===== config.mk =====
export PLATFORM = sky130hd
export DESIGN_NAME = dsag_gate
export DESIGN_NICKNAME = d
export VERILOG_FILES = /design/src/pkg/dsag_pkg.sv /design/src/hdl/dsag_gate.sv
export SDC_FILE = /design/constraint.sdc
export NUM_CORES = 1
export LEC_CHECK = 0
export ABC_CLOCK_PERIOD_IN_PS = 2700
export BUFFER_PORTS_ARGS = -buffer_cell sky130_fd_sc_hd__buf_4
export CAP_MARGIN = 10
export CORE_MARGIN = 1
export CORE_UTILIZATION = 40
export DETAILED_ROUTE_END_ITERATION = 8
export GPL_TIMING_DRIVEN = 0
export PLACE_DENSITY = 0.56
export SKIP_LAST_GASP = 1
export SLEW_MARGIN = 30
export SYNTH_ARGS = -nofsm -noshare
export SYNTH_HDL_FRONTEND = slang
export SYNTH_SLANG_ARGS = --single-unit

===== constraint.sdc =====
create_clock -name clock -period 2.7 [get_ports clock]
set_clock_uncertainty 0.2 [all_clocks]
set_input_delay 0.54 -clock clock [delete_from_list [all_inputs] [get_ports clock]]
set_output_delay 0.54 -clock clock [all_outputs]
set_load 0.05 [all_outputs]

===== src/pkg/dsag_pkg.sv =====
// =====================================================================
// shared constants of the debug service access gate
package dsag_pkg;

  // register index space of the unit (own word map)
  localparam int          RegAw         = 4;
  localparam logic [3:0]  RegStatus     = 4'h0;
  localparam logic [3:0]  RegChanZero   = 4'h1;
  localparam logic [3:0]  RegChanOne    = 4'h2;
  localparam logic [3:0]  RegScratch    = 4'h3;
  localparam logic [3:0]  RegRomId      = 4'h4;
  localparam logic [3:0]  RegRomEntry0  = 4'h5;
  localparam logic [3:0]  RegRomEntry1  = 4'h6;

  // status word field positions
  localparam int          BitRstExt     = 0;
  localparam int          BitProtErr    = 1;
  localparam int          BitDbgPres    = 2;
  localparam int          BitHotAvail   = 3;

  // rom table contents; the identification value is arbitrary
  localparam logic [31:0] RomIdValue    = 32'h00c0_ffee;
  localparam logic [31:0] RomEntry0Val  = 32'h0000_1003;
  localparam logic [31:0] RomEntry1Val  = 32'h0000_2003;
  localparam logic [31:0] ZeroWord      = 32'h0000_0000;

  // bus requesters
  typedef enum logic {
    SrcCpu,
    SrcDebugger
  } dsag_src_t;

endpackage : dsag_pkg


===== src/hdl/dsag_gate.sv =====
`timescale 1ns/1ns
module dsag_gate (
  input  wire logic                 clock,
  input  wire logic                 rst,
  input  wire logic                 extResetActive,
  input  wire logic                 serialClockPin,
  input  wire logic                 padSelectedDebug,
  input  wire logic                 pinMuxEnable,
  input  wire logic                 deviceProtected,
  input  wire logic                 cpuHalted,
  input  wire logic                 guardProtect,
  input  wire logic                 periphClockOn,
  input  wire logic                 highspeedClockOn,
  input  wire logic                 cpuReq,
  input  wire logic                 cpuWrite,
  input  wire logic [3:0]           cpuAddr,
  input  wire logic [31:0]          cpuWdata,
  input  wire logic                 dbgReq,
  input  wire logic                 dbgWrite,
  input  wire logic [3:0]           dbgAddr,
  input  wire logic [31:0]          dbgWdata,
  output logic                      cpuDone,
  output logic [31:0]               cpuRdata,
  output logic                      dbgDone,
  output logic                      dbgError,
  output logic [31:0]               dbgRdata,
  output logic                      cpuResetHold,
  output logic                      padOwnedByUnit,
  output logic                      debuggerPresent
);
  import dsag_pkg::*;

  // =====================================================================
  // state
  logic        rstExt_q,  rstExt_d;
  logic        protErr_q, protErr_d;
  logic        present_q, present_d;
  logic        hotAvail_q, hotAvail_d;
  logic        extRst_q;
  logic        clkPinPrev_q;
  logic [31:0] chan0_q,   chan0_d;
  logic [31:0] chan1_q,   chan1_d;
  logic [31:0] scratch_q, scratch_d;
  logic        cpuPend_q, cpuPend_d;
  logic        dbgPend_q, dbgPend_d;
  logic        cpuWr_q;
  logic        dbgWr_q;
  logic [3:0]  cpuA_q;
  logic [3:0]  dbgA_q;
  logic [31:0] cpuW_q;
  logic [31:0] dbgW_q;
  logic        lastDbg_q, lastDbg_d;
  logic        cpuDone_d, dbgDone_d, dbgErr_d;
  logic [31:0] cpuRdata_d, dbgRdata_d;

  // =====================================================================
  // decode helpers
  function automatic logic [31:0] readWord(input logic [3:0] a, input logic [31:0] st,
                                           input logic [31:0] c0, input logic [31:0] c1,
                                           input logic [31:0] sc);
    logic [31:0] r;
    r = ZeroWord;
    unique case (a)
      RegStatus:    r = st;
      RegChanZero:  r = c0;
      RegChanOne:   r = c1;
      RegScratch:   r = sc;
      RegRomId:     r = RomIdValue;
      RegRomEntry0: r = RomEntry0Val;
      RegRomEntry1: r = RomEntry1Val;
      default:      r = ZeroWord;
    endcase
    return r;
  endfunction : readWord

  // the debugger under protection only reaches status and channel words
  function automatic logic dbgAllowed(input logic [3:0] a, input logic prot);
    return !prot || a == RegStatus || a == RegChanZero || a == RegChanOne;
  endfunction : dbgAllowed

  // =====================================================================
  // arbitration
  wire         busClocksOn = periphClockOn && highspeedClockOn;
  wire         bothPend    = cpuPend_q && dbgPend_q;
  wire         grantDbg    = busClocksOn && dbgPend_q && (!bothPend || !lastDbg_q);
  wire         grantCpu    = busClocksOn && cpuPend_q && !grantDbg;
  wire         srcIsDbg    = grantDbg;
  wire [3:0]   selAddr     = srcIsDbg ? dbgA_q : cpuA_q;
  wire [31:0]  selWdata    = srcIsDbg ? dbgW_q : cpuW_q;
  wire         selWrite    = srcIsDbg ? dbgWr_q : cpuWr_q;
  wire         dbgOk       = dbgAllowed(dbgA_q, deviceProtected);
  wire         isChannel   = selAddr == RegChanZero || selAddr == RegChanOne;
  wire         protBypass  = srcIsDbg || cpuHalted || isChannel;
  wire         wrAllowed   = !guardProtect || protBypass;
  wire         doWrite     = (grantCpu || (grantDbg && dbgOk)) && selWrite && wrAllowed;
  wire [31:0]  statusWord  = {28'h0000000, hotAvail_q, present_q, protErr_q, rstExt_q};
  wire [31:0]  selRead     = readWord(selAddr, statusWord, chan0_q, chan1_q, scratch_q);

  // =====================================================================
  // detection
  wire         resetRelease = extRst_q && !extResetActive;
  wire         coldPlug     = resetRelease && !serialClockPin;
  wire         hotEnable    = hotAvail_q && !deviceProtected && !extResetActive;
  wire         hotPlug      = hotEnable && clkPinPrev_q && !serialClockPin;
  wire         padLost      = !padSelectedDebug || !pinMuxEnable;
  wire         relWrite     = doWrite && selAddr == RegStatus && selWdata[BitRstExt];

  always_comb begin
    rstExt_d   = rstExt_q;
    protErr_d  = protErr_q;
    present_d  = present_q;
    hotAvail_d = hotAvail_q;
    chan0_d    = chan0_q;
    chan1_d    = chan1_q;
    scratch_d  = scratch_q;
    if (relWrite && !deviceProtected) begin
      rstExt_d = 1'b0;
    end
    // clear first so that a refused release in the same write still flags
    if (doWrite && selAddr == RegStatus && selWdata[BitProtErr]) begin
      protErr_d = 1'b0;
    end
    if (relWrite && deviceProtected) begin
      protErr_d = 1'b1;
    end
    if (coldPlug) begin
      rstExt_d = 1'b1;
    end
    if (coldPlug || hotPlug) begin
      present_d = 1'b1;
    end
    if (padLost) begin
      hotAvail_d = 1'b0;
    end else if (extResetActive) begin
      hotAvail_d = 1'b1;
    end
    if (doWrite && selAddr == RegChanZero) begin
      chan0_d = selWdata;
    end
    if (doWrite && selAddr == RegChanOne) begin
      chan1_d = selWdata;
    end
    if (doWrite && selAddr == RegScratch) begin
      scratch_d = selWdata;
    end
  end

  // =====================================================================
  // request capture and answers
  assign cpuPend_d  = grantCpu ? 1'b0 : (cpuPend_q || cpuReq);
  assign dbgPend_d  = grantDbg ? 1'b0 : (dbgPend_q || dbgReq);
  assign lastDbg_d  = grantDbg ? 1'b1 : (grantCpu ? 1'b0 : lastDbg_q);
  assign cpuDone_d  = grantCpu;
  assign dbgDone_d  = grantDbg;
  assign dbgErr_d   = grantDbg && !dbgOk;
  assign cpuRdata_d = (grantCpu && !cpuWr_q) ? selRead : ZeroWord;
  assign dbgRdata_d = (grantDbg && !dbgWr_q && dbgOk) ? selRead : ZeroWord;

  always_ff @(posedge clock) begin
    if (rst) begin
      cpuPend_q <= 1'b0;
      dbgPend_q <= 1'b0;
      lastDbg_q <= 1'b0;
      cpuWr_q   <= 1'b0;
      dbgWr_q   <= 1'b0;
      cpuA_q    <= 4'h0;
      dbgA_q    <= 4'h0;
      cpuW_q    <= ZeroWord;
      dbgW_q    <= ZeroWord;
    end else begin
      cpuPend_q <= cpuPend_d;
      dbgPend_q <= dbgPend_d;
      lastDbg_q <= lastDbg_d;
      if (cpuReq && !cpuPend_q) begin
        cpuWr_q <= cpuWrite;
        cpuA_q  <= cpuAddr;
        cpuW_q  <= cpuWdata;
      end
      if (dbgReq && !dbgPend_q) begin
        dbgWr_q <= dbgWrite;
        dbgA_q  <= dbgAddr;
        dbgW_q  <= dbgWdata;
      end
    end
  end

  // no sleep input: logic keeps running on every rising clock edge it receives
  always_ff @(posedge clock) begin
    if (rst) begin
      rstExt_q        <= 1'b0;
      protErr_q       <= 1'b0;
      present_q       <= 1'b0;
      hotAvail_q      <= 1'b1;
      extRst_q        <= 1'b1;
      clkPinPrev_q    <= 1'b1;
      chan0_q         <= ZeroWord;
      chan1_q         <= ZeroWord;
      scratch_q       <= ZeroWord;
      cpuDone         <= 1'b0;
      dbgDone         <= 1'b0;
      dbgError        <= 1'b0;
      cpuRdata        <= ZeroWord;
      dbgRdata        <= ZeroWord;
      cpuResetHold    <= 1'b0;
      padOwnedByUnit  <= 1'b1;
      debuggerPresent <= 1'b0;
    end else begin
      rstExt_q        <= rstExt_d;
      protErr_q       <= protErr_d;
      present_q       <= present_d;
      hotAvail_q      <= hotAvail_d;
      extRst_q        <= extResetActive;
      clkPinPrev_q    <= serialClockPin;
      chan0_q         <= chan0_d;
      chan1_q         <= chan1_d;
      scratch_q       <= scratch_d;
      cpuDone         <= cpuDone_d;
      dbgDone         <= dbgDone_d;
      dbgError        <= dbgErr_d;
      cpuRdata        <= cpuRdata_d;
      dbgRdata        <= dbgRdata_d;
      cpuResetHold    <= rstExt_d || extResetActive;
      padOwnedByUnit  <= padSelectedDebug && pinMuxEnable;
      debuggerPresent <= present_d;
    end
  end
endmodule : dsag_gate


[Word level (Yosys, flattened, before mapping)]
Index checks and enable logic that the tools add are counted.
Storage, ports and cells
  register bits after elaboration: 248
  input bits: 87
  output and inout bits: 70
  word-level logic and storage cells: 114
Cells by class
  equal/unequal tests: 8
  mux-type cells: 12
  bitwise operators: 2
  reductions and logical operators: 67
Operators with widths (number)
  32-bit case mux with 7 select lines: 1
  32-bit 2-to-1 mux: 1
  1-bit logical AND: 30
  1-bit zero test: 14
  1-bit logical OR: 14
  4-bit by 2-bit == test with 1-bit output (second input constant): 3
  4-bit by 3-bit == test with 1-bit output (second input constant): 3
  1-bit 2-to-1 mux: 9
  4-bit by 1-bit == test with 1-bit output (second input constant): 2
  4-bit zero test: 2
  2-bit OR reduction: 4
  2-bit nonzero test: 3
  4-bit 2-to-1 mux: 1
  1-bit NOT: 2

[Depth between registers and ports, before layout]
  depth in word-level cells: 16
  mapped depth: 8
  gate-level depth less buffers: 5

[Least setup slack after synthesis]
Ideal clock, no wire load.
  kind: in2reg
  from: input periphClockOn
  to: register scratch_q[6]
  arrival: 2045 ps
  data required time: 2377 ps
  path slack: 332 ps
  stages: 7
  path buffers: 2
  path through: and2_1 buf_2 nand2_1 buf_1 mux2i_1 nor2_1 mux2_1
On the way
  cells in the longest elaborated chain, start to end: 10
  elaborated cells on any way between the ends: 21
Ends and longest elaborated chain
  start: declaration: RTL line dsag_gate.sv:12  | input wire logic periphClockOn,
  1-bit logical AND *: RTL line dsag_gate.sv:83  | wire busClocksOn = periphClockOn && highspeedClockOn;
  1-bit logical AND (2 in series): RTL line dsag_gate.sv:85  | wire grantDbg = busClocksOn && dbgPend_q && (!bothPend || !lastDbg_q);
  4-bit 2-to-1 mux: RTL line dsag_gate.sv:88  | wire [3:0] selAddr = srcIsDbg ? dbgA_q : cpuA_q;
  4-bit by 1-bit == test with 1-bit output or 4-bit by 2-bit == test with 1-bit output (tied branches): RTL line dsag_gate.sv:92  | wire isChannel = selAddr == RegChanZero || selAddr == RegChanOne;
  1-bit logical OR: RTL line dsag_gate.sv:92
  1-bit logical OR: RTL line dsag_gate.sv:93  | wire protBypass = srcIsDbg || cpuHalted || isChannel;
  1-bit logical OR: RTL line dsag_gate.sv:94  | wire wrAllowed = !guardProtect || protBypass;
  1-bit logical AND: RTL line dsag_gate.sv:95  | wire doWrite = (grantCpu || (grantDbg && dbgOk)) && selWrite && wrAllowed;
  1-bit logical AND: RTL line dsag_gate.sv:143  | if (doWrite && selAddr == RegScratch) begin
  end signal: assignment: RTL line dsag_gate.sv:198  | scratch_q <= ZeroWord;
  end signal: assignment: RTL line dsag_gate.sv:216  | scratch_q <= scratch_d;
  end: declaration: RTL line dsag_gate.sv:43  | logic [31:0] scratch_q, scratch_d;
Every way passes the cells marked *; elsewhere a longest branch is shown, timed or not.
A chain may end at the register's enable or synchronous reset.

[Final worst setup path]
  from: register cpuPend_q
  to: register dbgRdata[13]
On the way
  cells in the longest elaborated chain, start to end: 8
  elaborated cells on any way between the ends: 17
Ends and longest elaborated chain
  start: declaration: RTL line dsag_gate.sv:44  | logic cpuPend_q, cpuPend_d;
  start signal: assignment: RTL line dsag_gate.sv:171  | cpuPend_q <= cpuPend_d;
  1-bit logical AND *: RTL line dsag_gate.sv:84  | wire bothPend = cpuPend_q && dbgPend_q;
  1-bit zero test *: RTL line dsag_gate.sv:85
  1-bit logical OR *: RTL line dsag_gate.sv:85
  1-bit logical AND *: RTL line dsag_gate.sv:85
  branches (longest 4 deep; another with 32-bit case mux with 7 select lines)
  end signal: assignment: RTL line dsag_gate.sv:203  | dbgRdata <= ZeroWord;
  end signal: assignment: RTL line dsag_gate.sv:221  | dbgRdata <= dbgRdata_d;
  end: declaration: RTL line dsag_gate.sv:26  | output logic [31:0] dbgRdata,
Every way passes the cells marked *.

==> impl_metrics.py <==
metrics = {
    "detailed_routing": {
        "detail-route-antenna-nets": 0,
        "wirelength_um": 29800,
        "drc": 0,
        "routed_via_density": 5.16,
        "avgRoutedWirePerCell_um": 18.6,
        "vias": 8259,
        "first_pass_iters": 6,
        "dr.first_iter.drc_count": 621,
    },
    "yosys": {
        "yosys.cell_count.top_type": "dfxtp_1",
        "yosys.area.top_type": "dfxtp_1",
        "postSynth.asyncResetShare": 0,
        "synth_area_per_cell_um2": 9.11,
        "synth_sequential_area_ratio": 0.508,
        "synth.top_cell.area_share": 0.508,
        "netlist_top_cells_area": "dfxtp_1 (51%), nand2_1 (7.3%), mux2i_1 (5.3%)",
        "ys_seq_elements": 248,
        "dominantRegCellSynth": "dfxtp_1",
        "synthTopCellsByCount": "dfxtp_1 (248), nand2_1 (191), nor2_1 (118), a21oi_1 (103), mux2i_1 (52)",
        "synthesis.nets": 1159,
        "netlist-cell-type-count": 56,
        "synth_warnings": 0,
        "synthesis.instances": 1072,
        "synth-edff-count": 0,
        "synthesis.area_um2": 9770,
    },
    "placement": {
        "post-dp-hpwl_um": 21300,
        "place_area_um2": 11300,
        "gp_congestion": 0.848,
        "placement.io_buffers": 156,
    },
    "clock_tree": {
        "root_buffer": "clkbuf_16",
        "clock_latency_ns": 0.54,
        "cts_tree": "done",
        "cts.htree.levels": 1,
        "cts-buffers-inserted": 27,
        "ctsLongestPathBuffers": 3,
        "path_clk_slew_ns": 0.06,
        "number_of_buffers_inserted_for_hold_repair_after_clock_tree_synthesis": 0,
        "tritoncts_num_sinks": 248,
    },
    "timing": {
        "fmaxAchievable_mhz": 378,
        "finalWorstPathRequiredPeriod_ns": 2.64,
        "max_slew.worst_pin.slew_ns": 0.796,
        "max-slew-margin-rel": 0.470,
        "tns_ns": 0,
        "slew_violations": 0,
        "post-route-period-util": 0.979,
        "setup_violations": 0,
        "hold_viol_final": 0,
        "grt_setup_unrepaired": "true",
        "holdWs_ns": 0.0179,
    },
    "critical_path": {
        "reg2regPathDepth": 6,
        "largest_driver_fanout_on_the_critical_path": 8,
        "endpoint_kind": "flip-flop",
        "reg2reg_slack_ns": 0.06,
        "worstSetupStartpointType": "flip-flop",
        "critPathKind": "flip-flop to flip-flop",
        "crit-reg2reg-capture": "dbgRdata[13]$_SDFF_PP0_",
        "worst_r2r_startpoint": "cpuPend_q$_SDFF_PP0_",
        "critical_path_required_ns": 2.89,
        "cp_data_arrival_time_ns": 2.83,
    },
    "power": {
        "intPower_mw": 6.04,
        "total_leakage_power_nw": 4.79,
        "p_sw_mw": 1.96,
        "comb_power_share": 0.083,
        "vdd.ir_drop.worst_mv": 0.407,
        "power.share.sequential": 0.474,
        "power.clock.fraction": 0.444,
        "pwr_density_cell_nw_per_um2": 644,
        "netSwitchingFraction": 0.245,
    },
    "floorplanning": {
        "placement_rows": 56,
        "ioPinCount": 157,
        "fp.dieH_um": 158,
        "placeableCoreArea_um2": 23700,
        "fp.dieArea_um2": 25100,
        "floorplan.initialDensity": 0.413,
        "chipWidth_um": 158,
    },
    "global_route": {
        "wire_length_of_the_first_global_routing_pass_um": 45200,
        "largest_net_degree_at_the_start_of_global_routing": 14,
        "number_of_antenna_violations_at_the_first_check_in_global_routing": 0,
        "number_of_global_route_vias_before_repair": 7674,
        "grt.overflow.total": 0,
        "groute.usage.overall": 0.239,
    },
    "layout": {
        "layout-drive-gt1-share": 0.264,
        "nets": 1349,
        "postLayoutCoreUtil": 0.525,
        "syn2layout_area_growth_pct": 27.3,
        "design_area_um2": 12400,
        "antennaDiodeCount": 0,
    },
    "run": {
        "maxCapViolCount": 0,
    },
    "min_path": {
        "worstHoldPathType": "input port to flip-flop",
        "min_from": "serialClockPin",
        "worst_hold_path.num_cells": 2,
        "holdPathEnd": "clkPinPrev_q$_SDFF_PP1_",
    },
    "run_status": {
        "status": "complete, no violations",
    },
}
sequential cells by signal, summed over array words and instances, names as in the netlist, 4 cells and up:
signal     cells
chan0_q       32
chan1_q       32
cpuA_q         4
cpuRdata      32
cpuW_q        32
dbgA_q         4
dbgRdata      32
dbgW_q        32
scratch_q     32
critical path, stage by stage, from the launching register on:
cell	delay, ns
dfxtp_1	0.29
buf_2	0.17
a21bo_2	0.31
o21ai_1	0.48
nand2_2	0.25
a211oi_1	0.60
o22ai_1	0.18
repair_timing:
| action | in CTS | in global routing |
|---|---|---|
| buffers inserted | 4 | 3 |
| pin swaps | 2 | 1 |
| gates resized for setup | 20 | 26 |
| endpoints found under the setup margin | 115 | 114 |
cells by family (layout without fill, tap and decap cells):
family	after synthesis	in the layout	synth area share
simple gates	393	393	0.176
compound gates	262	262	0.186
flops	248	248	0.508
mux	85	85	0.0913
buf+inv	84	295	0.0386
layer usage:
metal  vias to the layer above  track usage  wire (µm)
met3                        45       0.0384       1920
met1                      3843        0.353      14400
met4                         0       0.0559        538
met2                       260        0.363      12900
met5                         -            0          0
li1                       4111            -          -
metrics by stage:
step | setup WS [ns] | std cells | total power, mW
floorplan | 0.332 | 1072 | 4.21
global placement | -0.633 | 1547 | 4.49
detailed placement | -0.614 | 1547 | 4.49
CTS | -0.0979 | 1601 | 8.02
global route | -0.0173 | 1602 | 8.27
finish | 0.0564 | 1602 | 8.00
power by group through the flow:
| stage | clock network, mW | logic (mW) | registers [mW] |
|---|---|---|---|
| 2_1_floorplan | 0 | 0.336 | 3.87 |
| 6_report | 3.55 | 0.661 | 3.79 |
| 5_1_grt | 3.75 | 0.714 | 3.80 |
| 3_3_place_gp | 0 | 0.627 | 3.86 |
| 4_1_cts | 3.60 | 0.641 | 3.78 |
| 3_5_place_dp | 0 | 0.631 | 3.86 |
cell usage in the layout (no fill, tap or decap), drive strengths merged, types with 2 or more instances in the layout:
cell / instances
dfxtp: 248
buf: 200
nand2: 191
nor2: 118
a21oi: 103
clkbuf: 84
a211oi: 69
mux2i: 52
nor2b: 35
mux2: 33
o21ai: 27
o2bb2ai: 15
o22ai: 13
a31oi: 10
and3: 8
nand2b: 7
a21boi: 7
clkinv: 7
nand3: 6
a41oi: 4
or4: 4
nor4: 4
nor4b: 3
o31ai: 3
nor3b: 3
inv: 3
or2: 3
nand4b: 2
or3b: 2
or3: 2
a221oi: 2
layout make-up:
cell class	instances	area, µm²
buffer	80	375
clock buffer	41	808
clock inverter	9	55.1
fill	2333	11300
inverter	2	7.51
multi-input combinational	740	4590
sequential	248	4960
tap	319	399
timing repair buffer	163	1240
how the worst max path moves through the flow:
stage                           start                   endpoint  slack [ns]  cells past startpoint
3_3_place_gp            periphClockOn    cpuRdata[30]$_SDFF_PP0_       -0.63                      9
4_1_cts        lastDbg_q$_SDFFE_PP0P_    cpuRdata[29]$_SDFF_PP0_        -0.1                      7
3_5_place_dp            periphClockOn    cpuRdata[30]$_SDFF_PP0_       -0.61                      9
5_1_grt        cpuA_q[2]$_SDFFE_PP0P_    cpuRdata[29]$_SDFF_PP0_       -0.02                      6
6_report         cpuPend_q$_SDFF_PP0_    dbgRdata[13]$_SDFF_PP0_        0.06                      6
2_1_floorplan           periphClockOn  scratch_q[6]$_SDFFE_PP0P_        0.33                      7
No activity file was read; power rests on OpenSTA's default activity.
